[src/logic/wdtr_map.vh]
// Purpose: Constants for the software watchdog with reset sequencing.
// Assumes: One 10 MHz clock; one E cycle is one clock cycle.
// Notes: Register addresses are byte addresses on the plain register port.
`ifndef WDTR_MAP_VH
`define WDTR_MAP_VH
// ----------------------------------------
// Register map
// ----------------------------------------
`define WDTR_ADDR_SERVICE 16'h103a
`define WDTR_ADDR_CONFIG 16'h103b
`define WDTR_ADDR_STATUS 16'h103c
`define WDTR_SVC_ARM 8'h55
`define WDTR_SVC_FIRE 8'haa
// Config fields: bit 1 timeout_select_hi, bit 0 timeout_select_lo, bit 2 disable cell.
`define WDTR_CFG_SEL_LO 0
`define WDTR_CFG_SEL_HI 1
`define WDTR_CFG_DISABLE 2
// ----------------------------------------
// Timing and vectors
// ----------------------------------------
`define WDTR_PRESCALE_BITS 15
`define WDTR_SEL_WINDOW 8'h40
`define WDTR_PIN_DRIVE 3'h4
`define WDTR_PIN_WAIT 3'h2
`define WDTR_PIN_SYNC 3'h4
`define WDTR_VEC_EXTERNAL 2'h0
`define WDTR_VEC_WATCHDOG 2'h1
`define WDTR_VEC_CLOCK_MON 2'h2
`endif

[src/logic/wdtr_sync.v]
// Purpose: Three-stage synchroniser for the reset pin input.
// Assumes: Input is asynchronous to clock.
// Notes: A change counts once stages two and three agree.
`timescale 1ns/1ps
`default_nettype none
module wdtr_sync (
  input wire clock,
  input wire rstn,
  input wire din,
  output reg dout
);
  reg s1_q;
  reg s2_q;
  reg s3_q;
  // Shift the pin through three flops and accept only agreeing samples.
  always @(posedge clock or negedge rstn) begin
    if (!rstn) begin
      s1_q <= 1'b1;
      s2_q <= 1'b1;
      s3_q <= 1'b1;
      dout <= 1'b1;
    end else begin
      s1_q <= din;
      s2_q <= s1_q;
      s3_q <= s2_q;
      if (s2_q == s3_q) begin
        dout <= s3_q;
      end
    end
  end
endmodule // wdtr_sync
`default_nettype wire

[src/logic/wdtr_top.v]
// Purpose: Software watchdog that forces a system reset when not serviced.
// Assumes: Clock is the E clock; the prescaler is 2^15 cycles.
// Notes: The disable cell is a persistent strap sampled after reset.
//
// Decided for this implementation: the address-and-strobe port.
`timescale 1ns/1ps
`default_nettype none
`include "wdtr_map.vh"
module wdtr_top #(
  parameter PRE_BITS = `WDTR_PRESCALE_BITS
) (
  input wire clock,
  input wire rstn,
  input wire [15:0] addr,
  input wire [7:0] wdata,
  input wire wr_stb,
  input wire rd_stb,
  output reg [7:0] rdata,
  input wire watchdog_disable_cell,
  input wire special_mode,
  input wire reset_pin_in,
  output reg reset_pin_out,
  output reg reset_pin_oe_n,
  output reg reset_req,
  output reg [1:0] reset_vector,
  output reg vector_valid
);
  // ----------------------------------------
  // Declarations
  // ----------------------------------------
  localparam ST_RUN = 2'h0;
  localparam ST_DRIVE = 2'h1;
  localparam ST_WAIT = 2'h2;
  localparam ST_SETTLE = 2'h3;
  reg disable_q;
  reg strap_taken_q;
  reg sel_hi_q;
  reg sel_lo_q;
  reg sel_locked_q;
  reg [7:0] age_q;
  reg armed_q;
  reg [PRE_BITS-1:0] pre_q;
  reg [6:0] slow_q;
  reg [1:0] st_q;
  reg [2:0] cnt_q;
  reg fired_q;
  wire pin_sync;
  wire [PRE_BITS-1:0] pre_max;
  wire pre_tick;
  wire enabled;
  wire wr_svc;
  wire wr_cfg;
  wire svc_clear;
  wire [6:0] slow_lim;
  wire timeout;

  // Decode an address match for a register strobe.
  function hit;
    input [15:0] a;
    input [15:0] ref_a;
    begin
      hit = (a == ref_a);
    end
  endfunction

  // Synchronise the bidirectional reset pin input.
  wdtr_sync u_sync (
    .clock(clock),
    .rstn(rstn),
    .din(reset_pin_in),
    .dout(pin_sync)
  );

  // Strobes, enable and timeout terms.
  assign wr_svc = wr_stb & hit(addr, `WDTR_ADDR_SERVICE);
  assign wr_cfg = wr_stb & hit(addr, `WDTR_ADDR_CONFIG);
  assign enabled = ~disable_q & ~special_mode;
  assign svc_clear = wr_svc & armed_q & (wdata == `WDTR_SVC_FIRE);
  assign pre_max = {PRE_BITS{1'b1}};
  assign pre_tick = (pre_q == pre_max);
  // Slow counter limit: 1, 4, 16 or 64 prescaler periods.
  assign slow_lim = {sel_hi_q & sel_lo_q, 1'b0, sel_hi_q & ~sel_lo_q, 1'b0,
    ~sel_hi_q & sel_lo_q, 1'b0, ~sel_hi_q & ~sel_lo_q} - 7'h01;
  assign timeout = enabled & pre_tick & (slow_q == slow_lim) & (st_q == ST_RUN);

  // ----------------------------------------
  // Configuration
  // ----------------------------------------
  // Capture the persistent disable cell once after reset release.
  always @(posedge clock or negedge rstn) begin
    if (!rstn) begin
      disable_q <= 1'b1;
      strap_taken_q <= 1'b0;
    end else if (!strap_taken_q) begin
      disable_q <= watchdog_disable_cell;
      strap_taken_q <= 1'b1;
    end
  end

  // Timeout select: cleared by reset, one write within 64 cycles; any write at any time in special mode.
  always @(posedge clock or negedge rstn) begin
    if (!rstn) begin
      sel_hi_q <= 1'b0;
      sel_lo_q <= 1'b0;
      sel_locked_q <= 1'b0;
      age_q <= 8'h00;
    end else begin
      if (age_q != `WDTR_SEL_WINDOW) begin
        age_q <= age_q + 8'h01;
      end
      if (wr_cfg && (special_mode || (!sel_locked_q && age_q != `WDTR_SEL_WINDOW))) begin
        sel_hi_q <= wdata[`WDTR_CFG_SEL_HI];
        sel_lo_q <= wdata[`WDTR_CFG_SEL_LO];
        sel_locked_q <= 1'b1;
      end
    end
  end

  // ----------------------------------------
  // Service sequence and counter
  // ----------------------------------------
  // Arm on 0x55, fire on armed 0xaa, other service writes disarm; reads and writes elsewhere do nothing.
  always @(posedge clock or negedge rstn) begin
    if (!rstn) begin
      armed_q <= 1'b0;
    end else if (wr_svc) begin
      armed_q <= (wdata == `WDTR_SVC_ARM);
    end
  end

  // Prescaler and slow counter; a completed service pair clears the slow counter only.
  always @(posedge clock or negedge rstn) begin
    if (!rstn) begin
      pre_q <= {PRE_BITS{1'b0}};
      slow_q <= 7'h00;
    end else if (svc_clear || !enabled || st_q != ST_RUN) begin
      slow_q <= 7'h00;
      if (!enabled || st_q != ST_RUN) begin
        pre_q <= {PRE_BITS{1'b0}};
      end else begin
        pre_q <= pre_q + {{(PRE_BITS-1){1'b0}}, 1'b1};
      end
    end else begin
      pre_q <= pre_q + {{(PRE_BITS-1){1'b0}}, 1'b1};
      if (pre_tick) begin
        slow_q <= (slow_q == slow_lim) ? 7'h00 : slow_q + 7'h01;
      end
    end
  end

  // ----------------------------------------
  // Reset pin sequencing
  // ----------------------------------------
  // Drive the pin low four cycles, release, sample two cycles later.
  always @(posedge clock or negedge rstn) begin
    if (!rstn) begin
      st_q <= ST_RUN;
      cnt_q <= 3'h0;
      fired_q <= 1'b0;
      reset_pin_out <= 1'b1;
      reset_pin_oe_n <= 1'b1;
      reset_req <= 1'b0;
      reset_vector <= `WDTR_VEC_EXTERNAL;
      vector_valid <= 1'b0;
    end else begin
      vector_valid <= 1'b0;
      case (st_q)
        ST_RUN: begin
          if (timeout) begin
            st_q <= ST_DRIVE;
            cnt_q <= 3'h0;
            fired_q <= 1'b1;
            reset_req <= 1'b1;
            reset_pin_out <= 1'b0;
            reset_pin_oe_n <= 1'b0;
          end
        end
        ST_DRIVE: begin
          if (cnt_q == `WDTR_PIN_DRIVE - 3'h1) begin
            reset_pin_oe_n <= 1'b1;
            reset_pin_out <= 1'b1;
            st_q <= ST_WAIT;
            cnt_q <= 3'h0;
          end else begin
            cnt_q <= cnt_q + 3'h1;
          end
        end
        ST_WAIT: begin
          if (cnt_q == `WDTR_PIN_WAIT - 3'h1) begin
            // The pin level enters the synchroniser now; wait for it to emerge.
            st_q <= ST_SETTLE;
            cnt_q <= 3'h0;
          end else begin
            cnt_q <= cnt_q + 3'h1;
          end
        end
        ST_SETTLE: begin
          if (cnt_q == `WDTR_PIN_SYNC - 3'h1) begin
            // The synchronised sample is the pin level two cycles after release.
            // High pin means internal source: watchdog vector.
            reset_vector <= pin_sync ? `WDTR_VEC_WATCHDOG : `WDTR_VEC_EXTERNAL;
            vector_valid <= 1'b1;
            reset_req <= 1'b0;
            st_q <= ST_RUN;
          end else begin
            cnt_q <= cnt_q + 3'h1;
          end
        end
        default: begin
          st_q <= ST_RUN;
        end
      endcase
    end
  end

  // ----------------------------------------
  // Read port
  // ----------------------------------------
  // Read data stand one cycle after the read strobe; service reads give zero.
  always @(posedge clock or negedge rstn) begin
    if (!rstn) begin
      rdata <= 8'h00;
    end else if (rd_stb && hit(addr, `WDTR_ADDR_CONFIG)) begin
      rdata <= {5'h00, disable_q, sel_hi_q, sel_lo_q};
    end else if (rd_stb && hit(addr, `WDTR_ADDR_STATUS)) begin
      rdata <= {3'h0, fired_q, sel_locked_q, armed_q, enabled, reset_req};
    end else begin
      rdata <= 8'h00;
    end
  end
endmodule // wdtr_top
`default_nettype wire

[config.mk]
export PLATFORM = sky130hd
export DESIGN_NAME = wdtr_top
export DESIGN_NICKNAME = d
export VERILOG_FILES = /design/src/logic/wdtr_sync.v /design/src/logic/wdtr_top.v
export VERILOG_INCLUDE_DIRS = /design/src /design/src/logic
export SDC_FILE = /design/constraint.sdc
export NUM_CORES = 1
export LEC_CHECK = 0
export BUFFER_PORTS_ARGS = -buffer_cell sky130_fd_sc_hd__buf_4
export CORE_ASPECT_RATIO = 1.5
export CORE_MARGIN = 1.5
export CORE_UTILIZATION = 25
export DETAILED_ROUTE_END_ITERATION = 8
export PLACE_DENSITY = 0.44
export SLEW_MARGIN = 15
export SYNTH_ARGS = -nofsm -noshare
export SYNTH_HDL_FRONTEND = slang
export SYNTH_SLANG_ARGS = --single-unit
export TNS_END_PERCENT = 1
[constraint.sdc]
create_clock -name clock -period 2.4 [get_ports clock]
set_clock_uncertainty 0.15 [all_clocks]
set_input_delay 0 -clock clock [delete_from_list [all_inputs] [get_ports clock]]
set_output_delay 0 -clock clock [all_outputs]
set_load 0.1 [all_outputs]
==> qor.yml, run 1 <==
critical_path_buf_inv_count: 0
drv_slew: 0
max_freq_ghz: 0.435
synth_top_area_cell: "dfrtp_1"
die_h_um: 131
die_w_um: 88.2
grt_usage_pct: 11.1
worstPathCellList: "ha_4, nand4_1, or4_4, or3_1, or3b_1, a21oi_1"
leakage_uw: 0.00159
antenna_cells: 0
crit_path_max_fanout: 4
cp-start-kind: "flop"
clkTransAtPathRegs_ns: 0.07
comb_power_share_pct: 7.3
syn_to_final_growth_pct: 30.8
io_buffers: 40
fin_ws_ns: 0.103
finish.utilization_pct: 33.6
criticalPathCategory: "flop to flop"
synth_ff_type: "dfrtp_1"
rsz0062_at_grt: "yes"
max_stage_delay_ns: 0.47
drt-initial-drc-count: 57
finalWirelength_um: 6070
synth-seq-area-share_pct: 50.8
dp_slack_ns: 0.0394
synthTopCellsByCount: "dfrtp_1, nor2_1, nand3_1"
grt_max_degree: 56
required_ns: 2.47
cts_root_buf: "clkbuf_16"
synth.avg_cell_area_sq_um: 10.6
p_total_uw: 1790
h-tree-depth: 2
antenna_found_initial: 0
cts_inserted_buffers: 5
rows: 46
clock_path_buffers: 2
dp_hpwl_um: 4440
max-slew-margin-rel_pct: 53.8
finalCritPeriodShare_pct: 95.7
grt_remaining_overflow: 0
grt_pass1_vias: 2092
synth-seq-cells: 55
yosysMostFrequentCell: "dfrtp_1"
synth-warning-count: 0
ys_types: 49
wire_per_inst_um: 12.9
swShare_pct: 22.6
hp-class: "input pin to flop"
netlist.area_leader.share_pct: 45.0
cp.arrival_ns: 2.37
synthArstFlopShare_pct: 100
num-fill-cells: 1132
multi_input_area_sq_um: 1260
status: "complete, no violations"
synth_edf_count: 0
synthTopCellsByArea: "dfrtp_1, dfstp_2, ha_1, xnor2_1, nor2_1"
ant_nets: 0
insertion_delay_ns: 0.29
ir_worst_vdd_v: 0.000231
syn-cell-area_sq_um: 2730
crit_slowest_cell: "or4_4"
grt_pass1_wl_um: 9960
viasPerCell: 4.42
hold_viol_final: 0
cts_tree: "built"
setup.worst_path.end_class: "flop"
drc: 0
power_per_cell_area_nw_per_um2: 503
p_seq_share_pct: 52.9
regArea_sq_um: 1380
path_delay_family: "simple AND/OR/NAND/NOR gates"
vias: 2087
core_area_sq_um: 10600
synthCells: 257
io_pins: 45
drtPass1Iterations: 4
p_sw_uw: 405
start_util_pct: 25.7
nNetsFinal: 370
drive_above_1_share_pct: 22.9
fp.dieArea_sq_um: 11500
setup_viol: 0
drv_cap: 0
fin_crit_ns: 2.30
clkPwrFrac_pct: 39.8
worst_pin_slew_ns: 0.694
cts.sinks: 55
gp_congestion: 0.784
tns_ns: 0
p_int_uw: 1390
-- worst register-to-register path, delay by kind of cell (launching register included) --
kind,cells,cell delay [ns]
AO/OA/AOI/OAI,1,0.12
adder cells (fa/ha/maj),1,0.17
flip-flops,1,0.42
AND/OR/NAND/NOR,4,1.36
-- metrics by stage --
step           hold WS (ns)  instance area [sq um]  instances
4_1_cts              0.0882                   3540        471
3_5_place_dp        -0.0410                   3250        448
2_1_floorplan        -0.446                   2740        260
3_3_place_gp        -0.0408                   3250        448
6_report             0.0903                   3560        472
5_1_grt               0.115                   3560        472
-- power by group through the flow --
stage | sequential, uW | clock (uW) | combinational, uW
floorplan | 962 | 0 | 53.5
global placement | 964 | 0 | 117
detailed placement | 964 | 0 | 117
CTS | 946 | 739 | 134
global route | 948 | 766 | 144
finish | 948 | 713 | 131
-- metal layers --
| layer | global-route usage [%] | wire length, um | vias up |
|---|---|---|---|
| li1 | - | - | 1036 |
| met1 | 12.9 | 2520 | 1021 |
| met3 | 2.32 | 142 | 7 |
| met2 | 20.1 | 3300 | 23 |
| met4 | 3.86 | 98 | 0 |
| met5 | 0 | 0 | - |
-- repair_timing --
action                                  CTS  global route
hold endpoints to repair                 58             0
setup buffers                             0             1
endpoints found under the setup margin    0             6
gates resized for setup                   0             2
hold buffers                             15             0
-- final timing paths --
path | start | endpoint | slack [ns] | cells after the start
worst max-delay path | pre_q[0] | slow_q[6] | 0.10 | 6
worst min-delay path | addr[2] | rdata[4] | 0.09 | 5
worst max register to register | pre_q[0] | slow_q[6] | 0.10 | 6
worst min register to register | u_sync.s1_q | u_sync.s2_q | 0.21 | 0
max in group asynchronous | rstn | cnt_q[0] | 1.49 | 2
min in group asynchronous | rstn | pre_q[8] | 0.16 | 2
-- registers in the layout (all words and copies together) (netlist names), 2 cells and up --
signal and count:
pre_q 15, age_q 8, slow_q 7, rdata 5, cnt_q 3, st_q 2
-- placed cells by master, fill, tap and decap left out, drive strengths merged, types with 2 or more instances in the layout --
cell / n
o211ai: 2
o21ai: 6
a21oi: 7
nor2: 27
conb: 5
dfstp: 6
nor4: 6
xnor2: 14
nand2: 14
nand2b: 2
nor4bb: 4
or4: 3
clkbuf: 8
o22ai: 3
buf: 53
a22o: 3
and3: 6
ha: 12
dlygate4sd3: 15
nor3b: 2
nor2b: 2
inv: 14
mux2: 6
nand3: 16
nor4b: 2
dfrtp: 49
nor3: 3
and2: 6
nand4: 7
xor2: 8
-- cell families after synthesis --
kind of cell | after synthesis | share of synthesized area (%)
AO/OA/AOI/OAI | 32 | 7.99
adder cells (fa/ha/maj) | 13 | 5.88
buffers and inverters | 22 | 3.99
XOR/XNOR | 22 | 7.07
multiplexers | 7 | 2.85
AND/OR/NAND/NOR | 104 | 21.2
flip-flops | 55 | 50.8
other | 2 | 0.276
-- layout make-up --
cell class | instances | share of cell area (%)
repair buffers | 68 | 15.4
multi-input cells | 183 | 35.4
well taps | 144 | 5.06
flip-flops and latches | 55 | 38.8
clock buffers | 8 | 3.83
inverters | 14 | 1.47
Note: power is estimated with default switching activity, not from simulation.
==> inputs of run 2 (changes only) <==
--- a/config.mk
+++ b/config.mk
@@ -10,6 +10,7 @@
 export CORE_ASPECT_RATIO = 1.5
 export CORE_MARGIN = 1.5
 export CORE_UTILIZATION = 25
+export CTS_BUF_LIST = sky130_fd_sc_hd__clkbuf_8 sky130_fd_sc_hd__clkbuf_16
 export DETAILED_ROUTE_END_ITERATION = 8
 export PLACE_DENSITY = 0.44
 export SLEW_MARGIN = 15
==> qor.yml, run 2 (synthesized netlist as in run 1, its figures left out) <==
fp.dieArea_sq_um: 11500
grt_pass1_wl_um: 9960
antenna_cells: 0
drt-initial-drc-count: 63
fin_crit_ns: 2.30
h-tree-depth: 2
grt_usage_pct: 11.1
cts_inserted_buffers: 5
core_area_sq_um: 10600
rsz0062_at_grt: "yes"
cp-start-kind: "flop"
p_total_uw: 1780
dpl_cell_area_sq_um: 3250
drive_above_1_share_pct: 22.9
tns_ns: 0
max_freq_ghz: 0.435
hp-class: "input pin to flop"
grt_remaining_overflow: 0
required_ns: 2.47
max_stage_delay_ns: 0.47
crit_path_max_fanout: 4
power_per_cell_area_nw_per_um2: 499
worstPathCellList: "ha_4, nand4_1, or4_4, or3_1, or3b_1, a21oi_1"
cp.arrival_ns: 2.37
cts_tree: "built"
final_common_cell: "buf_4"
cts.sinks: 55
place_inst: 448
nNetsFinal: 370
die_h_um: 131
clkTransAtPathRegs_ns: 0.07
antenna_found_initial: 0
setup_viol: 0
finalWirelength_um: 6060
hold_viol_final: 0
crit_slowest_cell: "or4_4"
dp_hpwl_um: 4440
leakage_uw: 0.00160
cts_root_buf: "clkbuf_16"
wire_per_inst_um: 12.8
max-slew-margin-rel_pct: 53.8
status: "complete, no violations"
ant_nets: 0
vias: 2088
layout.cells.most_common_list: "buf_4, dfrtp_1, nor2_1"
regMostFlops: "pre_q"
drc: 0
start_util_pct: 25.7
viasPerCell: 4.42
grt_max_degree: 56
die_w_um: 88.2
gp_congestion: 0.784
finalCritPeriodShare_pct: 95.7
io_pins: 45
insertion_delay_ns: 0.29
worst_pin_slew_ns: 0.694
drv_cap: 0
rows: 46
drv_slew: 0
final_area_sq_um: 3560
grt_pass1_vias: 2092
io_buffers: 40
largest_register_ffs: 15
criticalPathCategory: "flop to flop"
biggestRegsByFlops: "pre_q (15), age_q (8), slow_q (7)"
clock_path_buffers: 2
stdcell_count: 472
ir_worst_vdd_v: 0.000231
syn_to_final_growth_pct: 30.8
drtPass1Iterations: 4
setup.worst_path.end_class: "flop"
finish.utilization_pct: 33.6
## run 2: changes by cell type in the layout (fill, tap and decap cells not counted)
| cell | delta |
|---|---|
| inv_1 | +3 |
| clkbuf_1 | -3 |
## run 2: layout make-up
type | instances | area, sq um
tap | 144 | 180
timing repair buffer | 68 | 548
clock buffer | 5 | 125
inverter | 14 | 52.6
clock inverter | 3 | 11.3
sequential | 55 | 1380
multi-input combinational | 183 | 1260
fill | 1132 | 7030
## run 2: stage by stage
step                      hold slack [ns]  setup WS (ns)
after floorplan                    -0.446         0.0408
after global placement            -0.0408         0.0986
after detailed placement          -0.0410         0.0394
after CTS                          0.0878         0.0262
after global routing                0.115        -0.0349
final                              0.0898          0.104
## run 2: final timing paths
check / start / slack (ns) / cells after the start / to
setup / recovery: pre_q[0] / 0.10 / 6 / slow_q[6]
hold / removal: addr[2] / 0.09 / 5 / rdata[4]
setup reg to reg: pre_q[0] / 0.10 / 6 / slow_q[6]
hold reg to reg: u_sync.s1_q / 0.21 / 0 / u_sync.s2_q
max in group asynchronous: rstn / 1.49 / 2 / cnt_q[0]
min in group asynchronous: rstn / 0.15 / 2 / pre_q[8]
## run 2: power breakdown
part	total, uW	internal, uW	leakage, uW	switching [uW]
logic	131	56.0	0.000823	74.8
clock network	701	377	0.0000776	325
registers	948	940	0.000698	7.26
## run 2: worst max-delay path, delay by kind of cell, from the launching register on
family,cells,cell delay (ns)
flip-flops,1,0.42
adder cells (fa/ha/maj),1,0.17
AND/OR/NAND/NOR,4,1.36
AO/OA/AOI/OAI,1,0.12
## run 2: timing repair
action | 4_1_cts | 5_1_grt
gates resized for setup | 0 | 2
hold buffers | 15 | 0
endpoints found under the setup margin | 0 | 6
endpoints found under the hold margin | 58 | 0
setup buffers | 0 | 1
## run 2: metal layers
metal  global-route usage (%)  wire length, um
met1                     12.9             2520
met2                     20.1             3310
met3                     2.32              143
met4                     3.86               98
met5                        0                0
